**src/core/hdsp_pkg.sv**
```systemverilog
// package: register map, field layouts, reset values and timing for the serial port
package hdsp_pkg;
  localparam int          CLK_HZ       = 40_000_000;
  localparam int          MODCLK_HZ    = 8_000_000;
  localparam logic [2:0]  PRESCALE     = 3'(CLK_HZ / MODCLK_HZ);
  localparam logic [4:0]  OVERSAMPLE   = 5'h10;
  localparam logic [4:0]  BIT_LAST     = OVERSAMPLE - 5'h01;
  localparam logic [4:0]  HALF_LAST    = (OVERSAMPLE >> 1) - 5'h01;
  localparam logic [4:0]  STOP15_LAST  = OVERSAMPLE + (OVERSAMPLE >> 1) - 5'h01;
  localparam logic [4:0]  STOP2_LAST   = 5'({1'b0, OVERSAMPLE} + {1'b0, OVERSAMPLE} - 6'h01);
  localparam int          ADDR_W       = 12;
  localparam logic [11:0] OFF_DATA     = 12'h000;
  localparam logic [11:0] OFF_CTRL     = 12'h004;
  localparam logic [11:0] OFF_DIV      = 12'h008;
  localparam logic [11:0] OFF_STATUS   = 12'h00C;
  localparam logic [15:0] DIV_RESET    = 16'h0034;
  localparam int          ST_RXVALID   = 0;
  localparam int          ST_TXBUSY    = 1;
  localparam int          ST_PARERR    = 2;
  localparam int          ST_FRMERR    = 3;
  localparam int          ST_BREAK     = 4;
  localparam int          ST_OVERRUN   = 5;

  typedef enum logic [1:0] {HDSP_PAR_NONE, HDSP_PAR_ODD, HDSP_PAR_EVEN, HDSP_PAR_RSVD}
    hdsp_parity_type;
  typedef enum logic [1:0] {HDSP_STOP_1, HDSP_STOP_15, HDSP_STOP_2, HDSP_STOP_2B}
    hdsp_stop_type;
  typedef enum logic [2:0] {TX_IDLE, TX_START, TX_DATA, TX_PAR, TX_STOP} hdsp_tx_state_type;
  typedef enum logic [2:0] {RX_IDLE, RX_START, RX_DATA, RX_PAR, RX_STOP} hdsp_rx_state_type;

  // ctrl register layout, bit 0 upward: wlen, parity, stop, break, rts, loopback
  typedef struct packed {
    logic            loopback;
    logic            rts;
    logic            send_break;
    hdsp_stop_type   stop;
    hdsp_parity_type parity;
    logic [1:0]      wlen;
  } hdsp_ctrl_type;
  localparam hdsp_ctrl_type CTRL_RESET = '0;

  typedef struct packed {
    logic overrun;
    logic brk;
    logic frm_err;
    logic par_err;
    logic rx_valid;
  } hdsp_flags_type;
endpackage

```
**src/core/hdsp_port.sv**
```systemverilog
// file: half-duplex asynchronous serial port with an apb register slave
//
// Function
// - idle transmitter holds its serial output at mark, logic one
// - every character starts with one start bit at logic zero
// - every character ends with a stop bit at logic one
// - data bits per character selectable as 5, 6, 7 or 8, both directions
// - parity bit sits after the last data bit, before stop, both directions
// - even parity makes data plus parity hold an even count of ones
// - odd parity makes data plus parity hold an odd count of ones
// - parity choices are odd, even or none; none sends and checks nothing
// - forced mark and forced space parity are not offered
// - receiver flags an error when received parity mismatches the setting
// - stop period selectable as 1, 1.5 or 2 bit times at logic one
// - break is sent and detected as space longer than one whole character
// - one shared line pair, so sending and receiving never overlap
// - nodes take turns driving the line to avoid contention
// - signalling rate equals bit rate, one bit per interval
// - host rts output selects transceiver direction, drive when set
// - loopback feeds transmit output to receiver and cuts the external path
// - bit rate is the 8 MHz module rate over sixteen times a 16-bit divisor
//
// Chosen here: the register addresses and register access over APB.
`timescale 1ns/10ps
module hdsp_port (
  input  wire logic                        pclk,
  input  wire logic                        presetn,
  input  wire logic                        psel,
  input  wire logic                        penable,
  input  wire logic                        pwrite,
  input  wire logic [hdsp_pkg::ADDR_W-1:0] paddr,
  input  wire logic [31:0]                 pwdata,
  output logic      [31:0]                 prdata,
  output logic                             pready,
  output logic                             pslverr,
  input  wire logic                        line_rx,
  output logic                             line_tx,
  output logic                             line_drive_en
);

  typedef struct packed {
    hdsp_pkg::hdsp_ctrl_type     ctrl;
    logic [15:0]                 div;
    logic [2:0]                  pre_cnt;
    logic [15:0]                 div_cnt;
    logic                        tick;
    hdsp_pkg::hdsp_tx_state_type tx_st;
    logic [4:0]                  tx_cnt;
    logic [2:0]                  tx_idx;
    logic [7:0]                  tx_sh;
    logic [7:0]                  tx_hold;
    logic                        tx_par;
    logic                        tx_bit;
    logic                        rx_sync1;
    logic                        rx_sync2;
    logic                        rx_armed;
    hdsp_pkg::hdsp_rx_state_type rx_st;
    logic [4:0]                  rx_cnt;
    logic [2:0]                  rx_idx;
    logic [7:0]                  rx_sh;
    logic                        rx_acc;
    logic                        rx_pbit;
    logic [7:0]                  rx_data;
    hdsp_pkg::hdsp_flags_type    flags;
    logic                        pready;
    logic                        pslverr;
    logic [31:0]                 prdata;
    logic                        line_tx;
    logic                        drive_en;
  } hdsp_state_type;

  hdsp_state_type s;
  hdsp_state_type next_s;
  function automatic logic [7:0] hdsp_mask(input logic [1:0] wlen);
    hdsp_mask = 8'hFF >> (2'h3 - wlen);
  endfunction
  logic                     xfer;
  logic                     wr;
  logic                     rd;
  logic                     rx_src;
  logic                     par_on;
  logic                     par_odd;
  logic [4:0]               stop_last;
  logic [7:0]               rx_word;
  hdsp_pkg::hdsp_flags_type flag_set;

  // parity code 3 is not a forced parity: it behaves as none
  assign par_on    = s.ctrl.parity == hdsp_pkg::HDSP_PAR_ODD ||
                     s.ctrl.parity == hdsp_pkg::HDSP_PAR_EVEN;
  assign par_odd   = s.ctrl.parity == hdsp_pkg::HDSP_PAR_ODD;
  assign xfer      = psel && penable && s.pready;
  assign wr        = xfer && pwrite;
  assign rd        = xfer && !pwrite;
  // in loopback the receiver listens to the internal transmit bit only
  assign rx_src    = s.ctrl.loopback ? s.tx_bit : s.rx_sync2;
  assign rx_word   = s.rx_sh >> (2'h3 - s.ctrl.wlen);
  always_comb begin
    unique case (s.ctrl.stop)
      hdsp_pkg::HDSP_STOP_1:  stop_last = hdsp_pkg::BIT_LAST;
      hdsp_pkg::HDSP_STOP_15: stop_last = hdsp_pkg::STOP15_LAST;
      default:                stop_last = hdsp_pkg::STOP2_LAST;
    endcase
  end
  always_comb begin
    next_s   = s;
    flag_set = '0;
    next_s.rx_sync1 = line_rx;
    next_s.rx_sync2 = s.rx_sync1;

    // 40 MHz down to the 8 MHz module rate, then the divisor gives 16x bit rate
    next_s.tick = 1'b0;
    if (s.pre_cnt == hdsp_pkg::PRESCALE - 3'h1) begin
      next_s.pre_cnt = '0;
      if (s.div_cnt + 16'h0001 >= s.div) begin
        next_s.div_cnt = '0;
        next_s.tick    = 1'b1;
      end else begin
        next_s.div_cnt = s.div_cnt + 16'h0001;
      end
    end else begin
      next_s.pre_cnt = s.pre_cnt + 3'h1;
    end

    // transmitter
    if (s.tick) begin
      unique case (s.tx_st)
        hdsp_pkg::TX_IDLE: ;
        hdsp_pkg::TX_START: begin
          next_s.tx_cnt = s.tx_cnt + 5'h01;
          if (s.tx_cnt == hdsp_pkg::BIT_LAST) begin
            next_s.tx_cnt = '0;
            next_s.tx_idx = '0;
            next_s.tx_st  = hdsp_pkg::TX_DATA;
          end
        end
        hdsp_pkg::TX_DATA: begin
          next_s.tx_cnt = s.tx_cnt + 5'h01;
          if (s.tx_cnt == hdsp_pkg::BIT_LAST) begin
            next_s.tx_cnt = '0;
            next_s.tx_sh  = s.tx_sh >> 1;
            next_s.tx_idx = s.tx_idx + 3'h1;
            if (s.tx_idx == {1'b0, s.ctrl.wlen} + 3'h4) begin
              next_s.tx_st = par_on ? hdsp_pkg::TX_PAR : hdsp_pkg::TX_STOP;
            end
          end
        end
        hdsp_pkg::TX_PAR: begin
          next_s.tx_cnt = s.tx_cnt + 5'h01;
          if (s.tx_cnt == hdsp_pkg::BIT_LAST) begin
            next_s.tx_cnt = '0;
            next_s.tx_st  = hdsp_pkg::TX_STOP;
          end
        end
        hdsp_pkg::TX_STOP: begin
          next_s.tx_cnt = s.tx_cnt + 5'h01;
          if (s.tx_cnt == stop_last) begin
            next_s.tx_cnt = '0;
            next_s.tx_st  = hdsp_pkg::TX_IDLE;
          end
        end
      endcase
    end

    // receiver: held idle while this node drives the shared pair
    if (s.ctrl.rts && !s.ctrl.loopback) begin
      next_s.rx_st    = hdsp_pkg::RX_IDLE;
      next_s.rx_armed = 1'b0;
    end else if (s.tick) begin
      unique case (s.rx_st)
        hdsp_pkg::RX_IDLE: begin
          // a break must return to mark before the next start is accepted
          if (rx_src) begin
            next_s.rx_armed = 1'b1;
          end else if (s.rx_armed) begin
            next_s.rx_st  = hdsp_pkg::RX_START;
            next_s.rx_cnt = '0;
          end
        end
        hdsp_pkg::RX_START: begin
          next_s.rx_cnt = s.rx_cnt + 5'h01;
          if (s.rx_cnt == hdsp_pkg::HALF_LAST) begin
            next_s.rx_cnt = '0;
            next_s.rx_idx = '0;
            next_s.rx_acc = 1'b0;
            next_s.rx_st  = rx_src ? hdsp_pkg::RX_IDLE : hdsp_pkg::RX_DATA;
          end
        end
        hdsp_pkg::RX_DATA: begin
          next_s.rx_cnt = s.rx_cnt + 5'h01;
          if (s.rx_cnt == hdsp_pkg::BIT_LAST) begin
            next_s.rx_cnt = '0;
            next_s.rx_sh  = {rx_src, s.rx_sh[7:1]};
            next_s.rx_acc = s.rx_acc ^ rx_src;
            next_s.rx_idx = s.rx_idx + 3'h1;
            next_s.rx_pbit = 1'b0;
            if (s.rx_idx == {1'b0, s.ctrl.wlen} + 3'h4) begin
              next_s.rx_st = par_on ? hdsp_pkg::RX_PAR : hdsp_pkg::RX_STOP;
            end
          end
        end
        hdsp_pkg::RX_PAR: begin
          next_s.rx_cnt = s.rx_cnt + 5'h01;
          if (s.rx_cnt == hdsp_pkg::BIT_LAST) begin
            next_s.rx_cnt  = '0;
            next_s.rx_pbit = rx_src;
            next_s.rx_st   = hdsp_pkg::RX_STOP;
          end
        end
        hdsp_pkg::RX_STOP: begin
          next_s.rx_cnt = s.rx_cnt + 5'h01;
          if (s.rx_cnt == hdsp_pkg::BIT_LAST) begin
            next_s.rx_cnt     = '0;
            next_s.rx_st      = hdsp_pkg::RX_IDLE;
            next_s.rx_armed   = rx_src;
            next_s.rx_data    = rx_word;
            flag_set.rx_valid = 1'b1;
            flag_set.overrun  = s.flags.rx_valid;
            flag_set.par_err  = par_on && ((s.rx_acc ^ s.rx_pbit) != par_odd);
            flag_set.frm_err  = !rx_src;
            // all-space character including the stop slot lasts past one character
            flag_set.brk      = rx_word == 8'h00 && !s.rx_pbit && !rx_src;
          end
        end
      endcase
    end

    // apb slave: no wait states, decode and read data prepared in setup
    next_s.pready  = psel && !penable && !s.pready;
    next_s.pslverr = 1'b0;
    next_s.prdata  = '0;
    if (psel && !penable) begin
      unique case (paddr)
        hdsp_pkg::OFF_DATA:   next_s.prdata = {24'h000000, s.rx_data};
        hdsp_pkg::OFF_CTRL:   next_s.prdata = {23'h0, s.ctrl};
        hdsp_pkg::OFF_DIV:    next_s.prdata = {16'h0000, s.div};
        hdsp_pkg::OFF_STATUS: begin
          next_s.prdata[hdsp_pkg::ST_RXVALID] = s.flags.rx_valid;
          next_s.prdata[hdsp_pkg::ST_TXBUSY]  = s.tx_st != hdsp_pkg::TX_IDLE;
          next_s.prdata[hdsp_pkg::ST_PARERR]  = s.flags.par_err;
          next_s.prdata[hdsp_pkg::ST_FRMERR]  = s.flags.frm_err;
          next_s.prdata[hdsp_pkg::ST_BREAK]   = s.flags.brk;
          next_s.prdata[hdsp_pkg::ST_OVERRUN] = s.flags.overrun;
        end
        default:              next_s.pslverr = 1'b1;
      endcase
    end

    if (wr) begin
      unique case (paddr)
        hdsp_pkg::OFF_DATA: begin
          // no holding buffer: a write while busy or while listening is dropped
          if (s.tx_st == hdsp_pkg::TX_IDLE && (s.ctrl.rts || s.ctrl.loopback)) begin
            next_s.tx_sh   = pwdata[7:0];
            next_s.tx_hold = pwdata[7:0];
            next_s.tx_par  = ^(pwdata[7:0] & hdsp_mask(s.ctrl.wlen)) ^ par_odd;
            next_s.tx_cnt  = '0;
            next_s.tx_st   = hdsp_pkg::TX_START;
          end
        end
        hdsp_pkg::OFF_CTRL:   next_s.ctrl = hdsp_pkg::hdsp_ctrl_type'(pwdata[8:0]);
        hdsp_pkg::OFF_DIV:    next_s.div  = pwdata[15:0];
        hdsp_pkg::OFF_STATUS: begin
          if (pwdata[hdsp_pkg::ST_PARERR])  next_s.flags.par_err = 1'b0;
          if (pwdata[hdsp_pkg::ST_FRMERR])  next_s.flags.frm_err = 1'b0;
          if (pwdata[hdsp_pkg::ST_BREAK])   next_s.flags.brk     = 1'b0;
          if (pwdata[hdsp_pkg::ST_OVERRUN]) next_s.flags.overrun = 1'b0;
        end
        default: ;
      endcase
    end
    if (rd && paddr == hdsp_pkg::OFF_DATA) begin
      next_s.flags.rx_valid = 1'b0;
    end
    // hardware set wins over a clear in the same cycle
    next_s.flags = next_s.flags | flag_set;

    // line bit follows the next state so bit and state change together
    unique case (next_s.tx_st)
      hdsp_pkg::TX_START: next_s.tx_bit = 1'b0;
      hdsp_pkg::TX_DATA:  next_s.tx_bit = next_s.tx_sh[0];
      hdsp_pkg::TX_PAR:   next_s.tx_bit = next_s.tx_par;
      default:            next_s.tx_bit = 1'b1;
    endcase
    if (next_s.ctrl.send_break) begin
      next_s.tx_bit = 1'b0;
    end
    next_s.line_tx  = next_s.ctrl.loopback ? 1'b1 : next_s.tx_bit;
    next_s.drive_en = next_s.ctrl.rts && !next_s.ctrl.loopback;
  end

  always_ff @(posedge pclk or negedge presetn) begin
    if (!presetn) begin
      s          <= '0;
      s.ctrl     <= hdsp_pkg::CTRL_RESET;
      s.div      <= hdsp_pkg::DIV_RESET;
      s.tx_bit   <= 1'b1;
      s.rx_sync1 <= 1'b1;
      s.rx_sync2 <= 1'b1;
      s.line_tx  <= 1'b1;
    end else begin
      s <= next_s;
    end
  end
  assign prdata        = s.prdata;
  assign pready        = s.pready;
  assign pslverr       = s.pslverr;
  assign line_tx       = s.line_tx;
  assign line_drive_en = s.drive_en;
endmodule

```
**config.mk**
```make
export PLATFORM = sky130hd
export DESIGN_NAME = hdsp_port
export DESIGN_NICKNAME = d
export VERILOG_FILES = /design/src/core/hdsp_pkg.sv /design/src/core/hdsp_port.sv
export SDC_FILE = /design/constraint.sdc
export NUM_CORES = 1
export LEC_CHECK = 0
export BUFFER_PORTS_ARGS = -buffer_cell sky130_fd_sc_hd__buf_2
export CORE_MARGIN = 4
export CORE_UTILIZATION = 58
export CTS_CLUSTER_DIAMETER = 60
export DETAILED_ROUTE_END_ITERATION = 6
export GPL_TIMING_DRIVEN = 0
export PLACE_DENSITY = 0.9
export SLEW_MARGIN = 20
export SYNTH_ARGS = -nofsm -noshare
export SYNTH_HDL_FRONTEND = slang
export SYNTH_SLANG_ARGS = --single-unit
```
**constraint.sdc**
```tcl
create_clock -name pclk -period 4.1 [get_ports pclk]
set_input_delay 0.205 -clock pclk [delete_from_list [all_inputs] [get_ports pclk]]
set_output_delay 0.205 -clock pclk [all_outputs]
set_load 0.01 [all_outputs]
```
==> flow_metrics.py <==
metrics = {
    "clocking": {
        "numCtsBuffers": 17,
        "cts_sinks": 123,
        "root_buffer": "clkbuf_16",
        "cts_tree": "yes",
        "cts_max_path_buffers": 2,
        "clk-insertion-delay-late_ns": 0.42,
        "htreeDepth": 4,
        "clk_pin_slew_ns": 0.05,
        "post-cts-setup-buffer-count": 0,
    },
    "sta": {
        "setup_slack_ns": 0.209,
        "fin_crit_ns": 3.89,
        "final-setup-viol-count": 0,
        "hold_violations": 0,
        "fmax_mhz": 257,
        "relSlewSlack_pct": 61.9,
        "finalClockSkew_ns": 0.00544,
        "slew_violations": 0,
        "tightest_slew_ns": 0.555,
        "period_share_pct": 94.9,
    },
    "detailed_routing": {
        "drc": 12,
        "dr_total_vias": 6037,
        "avgViaCountPerCell": 6.15,
        "wl_um": 18300,
        "drt_first_pass_iters": 7,
        "drtAntennaViolNets": 0,
        "wl_per_cell_um": 18.7,
        "drt_iter0_drc": 894,
    },
    "power_and_ir_drop": {
        "total_power_uw": 2830,
        "comb_power_share_pct": 4.0,
        "p_seq_share_pct": 43.2,
        "p_int_uw": 2230,
        "clkPwrFrac_pct": 52.8,
        "swShare_pct": 20.9,
        "p_leak_uw": 0.00389,
        "powerDensity_mw_per_mm2": 355,
        "p_sw_uw": 592,
        "vdd_drop_max_v": 0.000317,
    },
    "setup_path": {
        "crit_path_end_kind": "flip-flop",
        "crit_fanout": 8,
        "worstPathArrival_ns": 4.21,
        "path_class": "reg -> reg",
        "required_ns": 4.42,
        "critPathLaunchType": "flip-flop",
    },
    "synth": {
        "avgSynthCellArea_um2": 9.24,
        "synth-async-reset-ratio_pct": 100,
        "synth_most_common_cell": "nand2_1",
        "ys.flop_type": "dfrtp_1",
        "synth_edf_count": 0,
        "ys_types": 61,
        "synth_common_cells": "nand2_1 (133), dfrtp_1 (116), o21ai_0 (64)",
        "yosys.area.top_type": "dfrtp_1",
        "synth-seq-cells": 123,
        "synth_area_leaders": "dfrtp_1 (43%), nand2_1 (7.4%), ha_1 (5.2%)",
        "yosysWarnings": 0,
        "synth_top_area_share_pct": 42.9,
        "syn_area_mm2": 0.00676,
        "seq_area_frac_synth_pct": 45.6,
        "syn_inst": 732,
    },
    "floorplan": {
        "die_x_um": 116,
        "fp-row-count": 39,
        "core_area_mm2": 0.0114,
        "die_area_mm2": 0.0135,
        "initial_utilization_pct": 59.2,
        "io_pins": 86,
        "die_y_um": 116,
    },
    "grt": {
        "overflow": 0,
        "grt_pass1_wl_um": 29300,
        "antenna_found_initial": 0,
        "grt_pass1_vias": 5801,
        "grt_use_total_pct": 27.9,
        "grt_max_degree": 83,
    },
    "placement": {
        "place_congestion": 0.928,
        "hpwlAfterDp_um": 11100,
        "place_ws_ns": 0.399,
        "portBuffers": 53,
    },
    "finish": {
        "final_layout_size_suffix_gt1_share_pct": 18.0,
        "antenna_cells": 0,
        "finalNetCount": 904,
        "fillCellCount": 687,
        "area_growth_pct": 17.6,
    },
    "run": {
        "cap_violations": 0,
    },
    "outcome": {
        "status": "finished with violations",
        "violations": "DRC",
    },
    "hold_path": {
        "hp-class": "in -> reg",
    },
}
cell usage in the layout (no fill, tap or decap), drive strengths merged, types with 20 or more instances in the layout:
cell    count
a21oi      30
buf        88
clkbuf     55
dfrtp     116
ha         28
inv        29
mux2i      20
nand2     134
nand3      23
nor2       42
o21ai      64
logic make-up (layout without fill, tap and decap cells):
family | Yosys count | in the layout | synth area share [%]
adder cells (fa/ha/maj) | 28 | 28 | 5.18
other | 1 | 16 | 0.0555
flip-flops | 123 | 123 | 45.6
AO/OA/AOI/OAI | 140 | 140 | 12.4
XOR/XNOR | 29 | 29 | 3.76
buffers and inverters | 93 | 185 | 6.96
AND/OR/NAND/NOR | 280 | 280 | 19.2
multiplexers | 38 | 38 | 6.79
path summary, 6_finish.rpt:
kind / start / endpoint / slack [ns] / depth (start not counted)
hold / removal: pwdata[9] / s[131] / 0.04 / 3
setup / recovery: s[103] / s[108] / 0.21 / 15
max in group asynchronous: presetn / s[124] / 3.05 / 3
setup reg to reg: s[103] / s[108] / 0.21 / 15
hold reg to reg: next_s[71] / s[71] / 0.35 / 0
min in group asynchronous: presetn / prdata[12] / 0.28 / 2
power by group through the flow:
stage | registers [µW] | logic [µW] | clock network (µW)
global route | 1220 | 124 | 1550
floorplan | 1240 | 44.8 | 0
global placement | 1240 | 98.1 | 0
detailed placement | 1240 | 105 | 0
CTS | 1220 | 111 | 1490
finish | 1220 | 114 | 1490
worst max-delay path: stages (launching register included):
cell       delay, ns
dfrtp_1         0.42
ha_1            0.29
nand3_1         0.19
or2_1           0.26
clkbuf_1        0.18
nor2_1          0.14
xor2_1          0.24
ha_1            0.31
nand2_1         0.08
nor2_1          0.07
a211oi_2        0.32
o2111ai_1       0.16
a221o_1         0.49
or2_0           0.24
clkbuf_1        0.17
o31ai_1         0.24
per-layer routing:
metal / vias up / global-route usage, % / wire, µm
li1: 2655 / - / -
met1: 2822 / 33.6 / 6770
met2: 431 / 45.0 / 8630
met3: 129 / 7.10 / 1820
met4: 0 / 17.0 / 1110
met5: - / 0 / 0
registers in the layout, summed over array words and instances, names as in the netlist:
name,flops
line_tx,1
s,102
line_drive_en,1
pready,1
next_s,1
prdata,16
pslverr,1
per-stage QoR:
stage / cells / TNS, ns / utilization [%] / area (µm²) / hold WS [ns]
final: 982 / 0 / 69.7 / 7960 / 0.0384
after global routing: 982 / -0.0512 / 69.7 / 7960 / 0.0515
after detailed placement: 944 / 0 / 63.9 / 7300 / 0.141
after CTS: 982 / 0 / 69.6 / 7950 / 0.00426
after floorplan: 747 / 0 / - / 6820 / -0.0906
after global placement: 943 / 0 / 63.6 / 7260 / 0.311
cell type report:
type / instances / area, µm² / share of cell area, %
well taps: 143 / 179 / 2.25
clock inverters: 7 / 87.6 / 1.10
plain buffers: 64 / 362 / 4.55
clock buffers: 25 / 505 / 6.35
repair buffers: 60 / 359 / 4.51
inverters: 29 / 109 / 1.37
flip-flops and latches: 123 / 3090 / 38.8
multi-input cells: 531 / 3270 / 41.1
timing repair:
item / 4_1_cts / 5_1_grt
hold buffers: 6 / 0
gates resized for setup: 0 / 1
hold endpoints to repair: 46 / 0
setup endpoints to repair: 0 / 3
(Power assumes the default switching activity.)
